===== src/fasg_pkg.sv =====
// Summary of operation
// - External-move writes go to flash; reads to XRAM
// - Software flash writes need write enable set
// - Page erase needs write and erase enables
// - Lock byte complement gives locked page count
// - Lock byte page locked if any bit zero
// - Unlocked pages open to every requester
// - Locked pages: debug refused, unlocked firmware resets
// - Lock page with locks: only locked firmware
// - Lock page without locks: open to all
// - Lock page erase unlocked: debug only
// - Locked lock page erased only by whole erase
// - Changing lock byte bits is forbidden
// - Reserved area refused or causes error reset
// - Error flag reads one after error reset
// - Debug violations dropped silently, no reset
// - Lock byte changes only through whole erase
// - New lock byte active after next reset
// - Scratchpad locked when all pages locked
// - Part identity register, eight bits
// - Silicon revision register, eight bits
// - Supply monitor off makes modify error reset
// - Key bytes before each modify; bad keys lock
// - Enable bits in control register, reset zero
package fasg_pkg;

   // ----------------------------------------------------------------
   // Register map and fields
   // ----------------------------------------------------------------
   localparam logic [7:0]  REV_ADDR     = 8'hE2;
   localparam logic [7:0]  PART_ADDR    = 8'hE3;
   localparam logic [7:0]  PROGRAM_STORE_CONTROL_ADDR   = 8'h8F;
   localparam logic [7:0]  KEY_ADDR     = 8'hB7;
   localparam int          WE_BIT       = 0;
   localparam int          EE_BIT       = 1;
   localparam logic [7:0]  KEY_FIRST    = 8'hA5;
   localparam logic [7:0]  KEY_SECOND   = 8'hF1;
   localparam logic [7:0]  ERASED_BYTE  = 8'hFF;

   // ----------------------------------------------------------------
   // Flash geometry
   // ----------------------------------------------------------------
   localparam int          ADDR_W       = 16;
   localparam int          PAGE_SHIFT   = 9;
   localparam logic [15:0] USER_TOP     = 16'h1FFF;
   localparam logic [15:0] RSVD_BASE    = 16'h2000;
   localparam logic [15:0] SCRATCH_BASE = 16'hF000;

   typedef enum logic [1:0] {
      FASG_OP_READ,
      FASG_OP_WRITE,
      FASG_OP_ERASE
   } fasg_op_t;

   // Flash access request from either requester
   typedef struct packed {
      logic             valid;
      logic             dbg;
      logic             scratch;
      fasg_op_t         op;
      logic [15:0]      addr;
      logic [7:0]       data;
      logic [15:0]      fetch;
   } fasg_req_t;

   typedef enum logic [1:0] {
      FASG_ALLOW,
      FASG_DROP,
      FASG_FAULT
   } fasg_verdict_t;

endpackage


===== src/fasg_guard.sv =====
`timescale 1ns/1ps
`default_nettype none
module fasg_guard #(
   parameter logic [7:0] PART_CODE = 8'h5A, // Arbitrary value
   parameter logic [7:0] REV_CODE  = 8'h3C  // Arbitrary value
) (
   input  wire logic                   REF_CLK_I,
   input  wire logic                   RST_I,
   input  wire logic                   FERR_RST_I,
   input  wire logic [7:0]             SFR_ADDR_I,
   input  wire logic                   SFR_WR_I,
   input  wire logic [7:0]             SFR_WDATA_I,
   output logic      [7:0]             SFR_RDATA_O,
   input  wire fasg_pkg::fasg_req_t    REQ_I,
   input  wire logic                   EXTERNAL_MOVE_INSTRUCTION_RD_I,
   input  wire logic                   VMON_EN_I,
   input  wire logic                   VMON_RST_EN_I,
   input  wire logic                   DEV_ERASE_I,
   input  wire logic [7:0]             LOCK_BYTE_I,
   output logic                        XRAM_RD_O,
   output logic                        FL_GO_O,
   output logic                        FL_DEV_ERASE_O,
   output fasg_pkg::fasg_verdict_t     VERDICT_O,
   output logic                        FERR_RESET_O,
   output logic                        FERR_FLAG_O,
   output logic [7:0]                  LOCK_ACTIVE_O
);
   import fasg_pkg::*;

   // ----------------------------------------------------------------
   // State
   // ----------------------------------------------------------------
   logic [7:0]  lock_ff;
   logic        samp_ff;
   logic        we_ff, ee_ff;
   // Key sequencer states; a dead key stays dead until device reset
   typedef enum logic [1:0] {
      KEY_IDLE,
      KEY_HALF,
      KEY_ARMED,
      KEY_DEAD
   } fasg_key_t;
   fasg_key_t   key_ff;
   logic        ferr_ff;
   logic        fault_ff;
   logic        go_ff;
   logic        derase_ff;
   fasg_verdict_t verdict_ff;
   fasg_verdict_t nxt_verdict;

   function automatic logic [6:0] page_of(input logic [15:0] a);
      page_of = a[15:PAGE_SHIFT];
   endfunction

   // Lock byte sampled on first clock after reset release
   always_ff @(posedge REF_CLK_I or posedge RST_I) begin
      if (RST_I) begin
         lock_ff <= ERASED_BYTE;
         samp_ff <= 1'b0;
      end else if (!samp_ff) begin
         lock_ff <= LOCK_BYTE_I;
         samp_ff <= 1'b1;
      end
   end

   // ----------------------------------------------------------------
   // Access classification
   // ----------------------------------------------------------------
   logic [7:0] n_locked;
   logic       any_locked;
   logic [6:0] lock_pg;
   logic       is_rsvd, is_lockpg, is_lockbyte, pg_locked, fetch_locked;
   logic       modify;
   assign n_locked     = ~lock_ff;
   assign any_locked   = (lock_ff != ERASED_BYTE);
   assign lock_pg      = page_of(USER_TOP);
   assign is_rsvd      = !REQ_I.scratch && REQ_I.addr >= RSVD_BASE;
   assign is_lockpg    = !REQ_I.scratch && page_of(REQ_I.addr) == lock_pg;
   assign is_lockbyte  = REQ_I.addr == USER_TOP && !REQ_I.scratch;
   assign modify       = REQ_I.op != FASG_OP_READ;
   // Page index compare; scratchpad locked only when all pages are
   assign pg_locked    = REQ_I.scratch
                       ? ({1'b0, n_locked} >= {2'b00, lock_pg})
                       : ({2'b00, page_of(REQ_I.addr)} < {1'b0, n_locked});
   // Firmware origin from fetch address page
   assign fetch_locked = any_locked &&
      ((page_of(REQ_I.fetch) < n_locked[6:0] && n_locked[7] == 1'b0)
       || n_locked[7] || page_of(REQ_I.fetch) == lock_pg);

   // Verdict per access; debug never faults, only drops
   always_comb begin
      logic deny;
      deny = 1'b0;
      nxt_verdict = FASG_ALLOW;
      if (is_rsvd)
         deny = 1'b1;
      else if (is_lockbyte && modify)
         deny = !(REQ_I.dbg && REQ_I.op == FASG_OP_ERASE && !any_locked)
                || REQ_I.op == FASG_OP_WRITE;
      else if (is_lockpg && REQ_I.op == FASG_OP_ERASE)
         deny = !(REQ_I.dbg && !any_locked);
      else if (is_lockpg)
         deny = any_locked && !(!REQ_I.dbg && fetch_locked);
      else if (pg_locked)
         deny = REQ_I.dbg || !fetch_locked;
      if (!deny && !REQ_I.dbg && modify) begin
         if (!VMON_EN_I || !VMON_RST_EN_I)
            deny = 1'b1;
      end
      if (deny)
         nxt_verdict = REQ_I.dbg ? FASG_DROP : FASG_FAULT;
      else if (!REQ_I.dbg && modify) begin
         // Enables and key gate firmware modify; silently no effect
         if (!we_ff || key_ff != KEY_ARMED)
            nxt_verdict = FASG_DROP;
         else if (REQ_I.op == FASG_OP_ERASE && !ee_ff)
            nxt_verdict = FASG_DROP;
      end
   end

   // ----------------------------------------------------------------
   // Control register and key sequencer
   // ----------------------------------------------------------------
   always_ff @(posedge REF_CLK_I or posedge RST_I) begin
      if (RST_I) begin
         we_ff <= 1'b0;
         ee_ff <= 1'b0;
      end else if (SFR_WR_I && SFR_ADDR_I == PROGRAM_STORE_CONTROL_ADDR) begin
         we_ff <= SFR_WDATA_I[WE_BIT];
         ee_ff <= SFR_WDATA_I[EE_BIT];
      end
   end

   // Key lock re-arms after each firmware modify outside the reserved area; bad order kills until reset
   always_ff @(posedge REF_CLK_I or posedge RST_I) begin
      if (RST_I)
         key_ff <= KEY_IDLE;
      else if (key_ff == KEY_DEAD)
         key_ff <= KEY_DEAD;
      else if (REQ_I.valid && !REQ_I.dbg && modify && !is_rsvd)
         key_ff <= (key_ff == KEY_ARMED) ? KEY_IDLE : KEY_DEAD;
      else if (SFR_WR_I && SFR_ADDR_I == KEY_ADDR) begin
         if (key_ff == KEY_IDLE && SFR_WDATA_I == KEY_FIRST)
            key_ff <= KEY_HALF;
         else if (key_ff == KEY_HALF && SFR_WDATA_I == KEY_SECOND)
            key_ff <= KEY_ARMED;
         else
            key_ff <= KEY_DEAD;
      end
   end

   // ----------------------------------------------------------------
   // Outputs
   // ----------------------------------------------------------------
   always_ff @(posedge REF_CLK_I or posedge RST_I) begin
      if (RST_I) begin
         go_ff      <= 1'b0;
         fault_ff   <= 1'b0;
         derase_ff  <= 1'b0;
         verdict_ff <= FASG_ALLOW;
      end else begin
         go_ff      <= REQ_I.valid && nxt_verdict == FASG_ALLOW;
         fault_ff   <= REQ_I.valid && nxt_verdict == FASG_FAULT;
         derase_ff  <= DEV_ERASE_I;
         verdict_ff <= REQ_I.valid ? nxt_verdict : verdict_ff;
      end
   end

   // Error flag survives the error reset it causes
   always_ff @(posedge REF_CLK_I) begin
      if (FERR_RST_I)
         ferr_ff <= 1'b0;
      else if (fault_ff)
         ferr_ff <= 1'b1;
   end

   assign XRAM_RD_O      = EXTERNAL_MOVE_INSTRUCTION_RD_I;
   assign FL_GO_O        = go_ff;
   assign FL_DEV_ERASE_O = derase_ff;
   assign VERDICT_O      = verdict_ff;
   assign FERR_RESET_O   = fault_ff;
   assign FERR_FLAG_O    = ferr_ff;
   assign LOCK_ACTIVE_O  = lock_ff;

   // Identity and control register readback
   always_ff @(posedge REF_CLK_I or posedge RST_I) begin
      if (RST_I)
         SFR_RDATA_O <= 8'h00;
      else case (SFR_ADDR_I)
         PART_ADDR:  SFR_RDATA_O <= PART_CODE;
         REV_ADDR:   SFR_RDATA_O <= REV_CODE;
         PROGRAM_STORE_CONTROL_ADDR: SFR_RDATA_O <= {6'h00, ee_ff, we_ff};
         default:    SFR_RDATA_O <= 8'h00;
      endcase
   end
endmodule
`default_nettype wire


===== config.mk =====
export PLATFORM = sky130hd
export DESIGN_NAME = fasg_guard
export DESIGN_NICKNAME = d
export VERILOG_FILES = /design/src/fasg_pkg.sv /design/src/fasg_guard.sv
export SDC_FILE = /design/constraint.sdc
export NUM_CORES = 1
export LEC_CHECK = 0
export BUFFER_PORTS_ARGS = -buffer_cell sky130_fd_sc_hd__buf_2
export CAP_MARGIN = 15
export CORE_ASPECT_RATIO = 1.75
export CORE_MARGIN = 2
export CORE_UTILIZATION = 39
export CTS_BUF_LIST = sky130_fd_sc_hd__clkbuf_2
export DETAILED_ROUTE_END_ITERATION = 8
export GPL_TIMING_DRIVEN = 0
export HOLD_SLACK_MARGIN = 0.1
export PLACE_DENSITY_LB_ADDON = 0.25
export SETUP_SLACK_MARGIN = 0.1
export SLEW_MARGIN = 20
export SYNTH_ARGS = -nofsm -noshare
export SYNTH_HDL_FRONTEND = slang
export SYNTH_SLANG_ARGS = --single-unit

===== constraint.sdc =====
create_clock -name REF_CLK_I -period 1.6 [get_ports REF_CLK_I]
set_input_delay 0.48 -clock REF_CLK_I [delete_from_list [all_inputs] [get_ports REF_CLK_I]]
set_output_delay 0.48 -clock REF_CLK_I [all_outputs]
set_load 0.05 [all_outputs]

Word level (Yosys, flattened, before mapping)

Cells that the tools add are included.

Register bits after elaboration: 27
Input bits: 77
Output and inout bits: 23
Word-level logic and storage cells: 102

$lt $le $gt $ge: 4
Equality and inequality tests: 17
Mux-type cells: 20
Bitwise operators: 2
Reduce and logical (&&, ||, !) cells: 48

Operator list:

| cell                                                  | number |
|---|---|
| == test 8 bit, second input constant                  | 6 |
| logical AND 1 bit                                     | 25 |
| one-hot mux 7 bit (3 select lines)                    | 1 |
| == test 16 x 13 -> 1 bit, second input constant       | 1 |
| >= comparator 16 x 14 -> 1 bit, second input constant | 1 |
| == test 7 x 4 -> 1 bit, second input constant         | 2 |
| two-way mux 2 bit                                     | 7 |
| logical NOT 1 bit                                     | 13 |
| two-way mux 1 bit                                     | 12 |
| == test 2 bit, second input constant                  | 4 |
| >= comparator 8 x 4 -> 1 bit, second input constant   | 1 |
| less-than comparator 7 x 8 -> 1 bit                   | 1 |
| != test 8 bit, second input constant                  | 1 |
| inverter 8 bit                                        | 1 |
| less-than comparator 7 bit                            | 1 |
| logical OR 1 bit                                      | 6 |
| == test 2 x 1 -> 1 bit, second input constant         | 2 |
| logical NOT 2 bit                                     | 2 |
| nonzero test 3 bit                                    | 1 |
| != test 2 bit, second input constant                  | 1 |
| nonzero test 2 bit                                    | 1 |
| inverter 1 bit                                        | 1 |

Logic depth before layout (Yosys ltp)

Depth in word-level cells: 20
Mapped depth: 7
Depth with buffers taken out: 7

Worst setup path after synthesis

Ideal clock, no wire load.

Kind: reg-to-reg
Start: register lock_ff[6] (netlist: LOCK_ACTIVE_O[6])
End: register verdict_ff[1] (netlist: VERDICT_O[1])
Arrival time: 1.844 ns
Data required time: 1.480 ns
Slack: -0.364 ns
Stages on the path, launching flop included: 7
Clock period less this slack: 1.964 ns
Path through: dfstp_2 -> nand4_2 -> nor2_4 -> a41oi_4 -> a221oi_4 -> o21ai_2 -> a31o_1

Longest elaborated chain between the ends: 18

RTL lines:

| item                                                          | line                                 | RTL |
|---|---|---|
| from (decl)                                                   | fasg_guard.sv:33                     | `logic [7:0] lock_ff;` |
| from (signal assigned)                                        | fasg_guard.sv:58                     | `lock_ff <= ERASED_BYTE;` |
| from (signal assigned)                                        | fasg_guard.sv:61                     | `lock_ff <= LOCK_BYTE_I;` |
| inverter 8 bit                                                | fasg_guard.sv:74                     | `assign n_locked = ~lock_ff;` |
| less-than comparator 7 bit                                    | fasg_guard.sv:87                     | `((page_of(REQ_I.fetch) < n_locked[6:0] && n_locked[7] == 1'b0)` |
| logical AND 1 bit                                             | fasg_guard.sv:87                     |  |
| logical OR 1 bit (2 in a row)                                 | fasg_guard.sv:88                     | `\|\| n_locked[7] \|\| page_of(REQ_I.fetch) == lock_pg);` |
| logical AND 1 bit                                             | fasg_guard.sv:86                     | `assign fetch_locked = any_locked &&` |
| logical NOT 1 bit / logical AND 1 bit (equally long branches) | fasg_guard.sv:105, fasg_guard.sv:103 |  |
| logical OR 1 bit / logical NOT 1 bit (equally long branches)  | fasg_guard.sv:105, fasg_guard.sv:103 |  |
| two-way mux 1 bit / logical AND 1 bit (equally long branches) | fasg_guard.sv:104, fasg_guard.sv:103 |  |
| two-way mux 1 bit                                             | fasg_guard.sv:102                    | `else if (is_lockpg)` |
| two-way mux 1 bit                                             | fasg_guard.sv:100                    | `else if (is_lockpg && REQ_I.op == FASG_OP_ERASE)` |
| two-way mux 1 bit *                                           | fasg_guard.sv:97                     | `else if (is_lockbyte && modify)` |
| two-way mux 1 bit *                                           | fasg_guard.sv:95                     | `if (is_rsvd)` |
| logical NOT 1 bit                                             | fasg_guard.sv:106                    | `if (!deny && !REQ_I.dbg && modify) begin` |
| logical AND 1 bit (2 in a row)                                | fasg_guard.sv:106                    |  |
| two-way mux 1 bit *                                           | fasg_guard.sv:106                    |  |
| two-way mux 2 bit *                                           | fasg_guard.sv:110                    | `if (deny)` |
| to (signal assigned)                                          | fasg_guard.sv:165                    | `verdict_ff <= REQ_I.valid ? nxt_verdict : verdict_ff;` |
| to (decl)                                                     | fasg_guard.sv:48                     | `fasg_verdict_t verdict_ff;` |

Every way passes the cells marked *; elsewhere a longest branch is shown, timed or not.
A chain may end at the register's enable or synchronous reset.

Worst setup path after layout

Start: register lock_ff[5] (netlist: LOCK_ACTIVE_O[5])
End: register verdict_ff[1] (netlist: VERDICT_O[1])

The elaborated chain is that of the path after synthesis.

==> out/results.md <==
| Stage | Item | Value |
|:---|:---|:---|
| timing | Setup WS post-layout | -0.3013 ns |
| yosys | Number of enable-type register cells in the synthesized netlist | 0 |
| timing | Setup violators final | 12 |
| yosys | Net count after synthesis | 234 |
| yosys | Number of warning messages in the yosys log | 0 |
| drt | Routed via count | 1473 |
| placed design | Placed instance area | 2063 sq um |
| timing | Final min period | 1.901 ns |
| floorplan | Floorplan row count | 30 |
| floorplan | I/O pins | 100 |
| cells and area | Area grow syn2layout | 58.58% |
| global routing | Antenna violations before repair | 0 |
| yosys | Synthesized area per cell | 10.56 sq um |
| yosys | Leading post-synthesis cells by cell area | sky130_fd_sc_hd__dfrtp_1 25%, sky130_fd_sc_hd__dfstp_2 14%, sky130_fd_sc_hd__ha_1 9.8% |
| run status | Status | finished with violations |
| floorplan | Core box area | 3829 sq um |
| yosys | Yosys reg bits | 24 |
| timing | Worst clock skew on the final layout | 0.002412 ns |
| cells and area | Post-layout utilization of the core | 63.43% |
| floorplan | Vertical die dimension | 86.90 microns |
| drt | Sum of routed wire length over all layers | 3.957 mm |
| floorplan | Die width | 51.37 microns |
| setup path | Arrival time at the worst endpoint | 2.16 ns |
| run status | Violations in the final reports | negative setup slack |
| timing | Normalized max-slew margin | 44.45% |
| placed design | Half-perimeter wire length after detailed placement | 3.098 mm |
| timing | FMAX | 525.9 MHz |
| pwr | Overall power of the completed layout | 1.760 mW |
| drt | Detail-routed net length per standard cell | 13.84 microns |
| cells and area | # diodes | 0 |
| pwr | Worst IR Drop VDD | 481.6 uV |
| setup path | Endpoint type of the worst setup path | flip-flop |
| cells and area | Layout net count | 328 |
| yosys | Sequential cell area fraction in the yosys report | 39.54% |
| setup path | Slowest stage cell, crit path | sky130_fd_sc_hd__dfstp_4 |
| placed design | # port buffers | 79 |
| timing | Fin Hold WS | 0.2311 ns |
| drt | Number of remaining DRC errors | 0 |
| setup path | Crit path buf inv count | 0 |
| cells and area | Filler cell count | 325 |
| placed design | Post-place setup slack | -0.3583 ns |
| pwr | Leakage power of the design | 1.114 nW |
| global routing | Overflow after GRT | 0 |
| min path | Path class of the lowest-slack min-delay path | input port to flip-flop |
| clocking | TritonCTS clock tree | built |
| global routing | Global-route usage over all layers | 18.63% |
| drt | Via/cell ratio | 5.150 |
| clocking | Clock latency on the worst-skew pair | 0.33 ns |
| yosys | Fraction of post-synthesis cell area in the top cell type by area | 24.51% |
| setup path | Largest delay share family, worst path | compound AO/OA/AOI/OAI gates |
| timing | Max-slew violation total from the final report | 0 |
| drt | Total iterations of the first detailed-routing run | 4 |
| clocking | CTS buffer count | 3 |
| cells and area | Cell area after layout | 2429 sq um |
| timing | Worst-margin pin slew | 0.8323 ns |
| clocking | Maximum buffer depth of the clock tree | 2 |
| timing | RSZ-0062 raised after global routing | true |
| yosys | Dominant cell type by area after synthesis | sky130_fd_sc_hd__dfrtp_1 |
| clocking | Clock input transition at the sequential cells of the worst setup and hold paths | 0.22 ns |
| clocking | Count of hold-fix buffers inserted at cts | 0 |
| yosys | Fraction of registers with async set/reset | 95.83% |
| drt | DRC marker count from the first detailed-route iteration | 15 |
| pwr | Power density of the placed cells | 724.6 nW/um^2 |
| drt | Post-detailed-route count of antenna-violating nets | 0 |
| setup path | Required time worst endpoint | 1.86 ns |
| global routing | Via count of the first global-routing pass | 1598 |
| yosys | Number of distinct standard cells referenced by the synthesized netlist | 46 |
| clocking | Htree depth | 1 |
| setup path | Setup CP Type | flip-flop to flip-flop |
| timing | Period utilization | 118.8% |
| global routing | Maximum number of pins on one net before global-route repair | 24 |
| placed design | Routability congestion estimate | 0.7504 |
| setup path | Worst-path cell chain | ha_4 -> a21o_1 -> a21oi_2 -> a31oi_4 -> nor2_2 -> o21ai_2 -> a31o_1 |
| clocking | CTS Root Cell | sky130_fd_sc_hd__clkbuf_2 |
| floorplan | Initial Utilization | 40.00% |
| setup path | Type of element launching the critical path | flip-flop |
| yosys | Most instantiated flip-flop cell in the synthesis netlist | sky130_fd_sc_hd__dfrtp_1 |
| setup path | Largest incremental delay on the critical path | 0.71 ns |
| global routing | Global-route wire length before repair | 6.472 mm |
| flow run | Number of violations of the max-capacitance limit | 0 |
| yosys | Cell area after technology mapping | 1531 sq um |
| setup path | Critical Path Fanout Max | 4 |
| clocking | Sinks on the clock net | 24 |
| cells and area | Ratio of cells with drive above 1 in the final layout | 58.82% |
| timing | Number of endpoints with negative hold slack in the final report | 0 |
| yosys | Number of instances in the synthesized netlist | 145 |
| floorplan | Die area | 4464 sq um |
[path summary, 6_finish.rpt]
kind | depth (start not counted) | startpoint | end | slack [ns]
max | 7 | LOCK_ACTIVE_O[5] | VERDICT_O[1] | -0.30
min | 1 | DEV_ERASE_I | FL_DEV_ERASE_O | 0.23
max reg2reg | 7 | LOCK_ACTIVE_O[5] | VERDICT_O[1] | -0.30
min reg2reg | 2 | FERR_FLAG_O | FERR_FLAG_O | 0.50
max in group asynchronous | 2 | RST_I | key_ff[0] | 0.83
min in group asynchronous | 2 | RST_I | FL_DEV_ERASE_O | 0.26
[registers in the layout, indices dropped and copies added, names as in the netlist]
signal          flops
FL_DEV_ERASE_O      1
VERDICT_O           2
ee_ff               1
FERR_FLAG_O         1
we_ff               1
LOCK_ACTIVE_O       8
FERR_RESET_O        1
key_ff              2
FL_GO_O             1
samp_ff             1
SFR_RDATA_O         5
[power by group]
part           internal, mW  switching, mW
Clock                 0.215          0.179
Combinational         0.294          0.336
Sequential            0.676         0.0597
[cell families (layout without fill, tap and decap cells)]
| logic type | after synthesis | in the layout | synth area share [%] |
|---|---|---|---|
| AOI/OAI and AO/OA | 32 | 32 | 17.16 |
| muxes | 11 | 11 | 8.007 |
| adders and majority gates | 12 | 12 | 9.804 |
| and+or+nand+nor | 54 | 54 | 21.57 |
| buffers and inverters | 10 | 103 | 3.431 |
| other | 2 | 2 | 0.4904 |
| DFF | 24 | 24 | 39.54 |
[layout make-up]
| cell class | count | area [sq um] | share of cell area (%) |
|---|---|---|---|
| clock buffers | 3 | 15.01 | 0.6182 |
| plain buffers | 6 | 45.04 | 1.855 |
| clock inverters | 1 | 30.03 | 1.236 |
| inverters | 4 | 15.01 | 0.6182 |
| multi-input cells | 111 | 998.5 | 41.11 |
| repair buffers | 89 | 629.4 | 25.91 |
| well taps | 48 | 60.06 | 2.473 |
| flip-flops and latches | 24 | 635.6 | 26.17 |
[per-stage QoR]
stage,std cells,setup TNS [ns]
after floorplan,145,-0.9807
after global placement,272,-2.041
after detailed placement,272,-2.085
after CTS,280,-2.088
after global routing,286,-2.883
final,286,-1.908
[synthesized netlist by cell type (all sizes together), types with 2 or more instances]
cell	number
nand4	7
a21oi	7
nor4b	2
nor2b	3
nor3	4
buf	5
inv	4
a21o	3
o21ai	8
o211ai	3
conb	2
nand3	3
mux2	10
nor2	12
dfrtp	15
nand4b	2
nor4	2
ha	12
and2	3
dfstp	8
nand2	10
o2111a	2
[layout by cell type, fill, tap and decap left out, types with 4 or more instances in the layout]
master | netlist | layout
sky130_fd_sc_hd__buf_2 | 0 | 58
sky130_fd_sc_hd__dfrtp_1 | 15 | 15
sky130_fd_sc_hd__buf_4 | 4 | 13
sky130_fd_sc_hd__buf_6 | 0 | 11
sky130_fd_sc_hd__nor2_1 | 11 | 10
sky130_fd_sc_hd__ha_1 | 12 | 10
sky130_fd_sc_hd__mux2_2 | 10 | 9
sky130_fd_sc_hd__nand2_1 | 10 | 9
sky130_fd_sc_hd__dfstp_4 | 0 | 8
sky130_fd_sc_hd__buf_8 | 0 | 8
sky130_fd_sc_hd__nand4_1 | 5 | 5
sky130_fd_sc_hd__o21ai_0 | 7 | 4
sky130_fd_sc_hd__inv_1 | 4 | 4
[per-layer routing]
metal	track usage [%]	share of wire (%)
met5	0	0
met4	6.938	0.68
met3	4.639	7.8
met2	35.31	57
met1	18.81	34
[what timing repair did]
item	in CTS	in global routing
gates resized for setup	42	32
pin swaps	13	9
setup endpoints to repair	17	27
buffers inserted	4	6
Note: power is estimated with default switching activity, not from simulation.
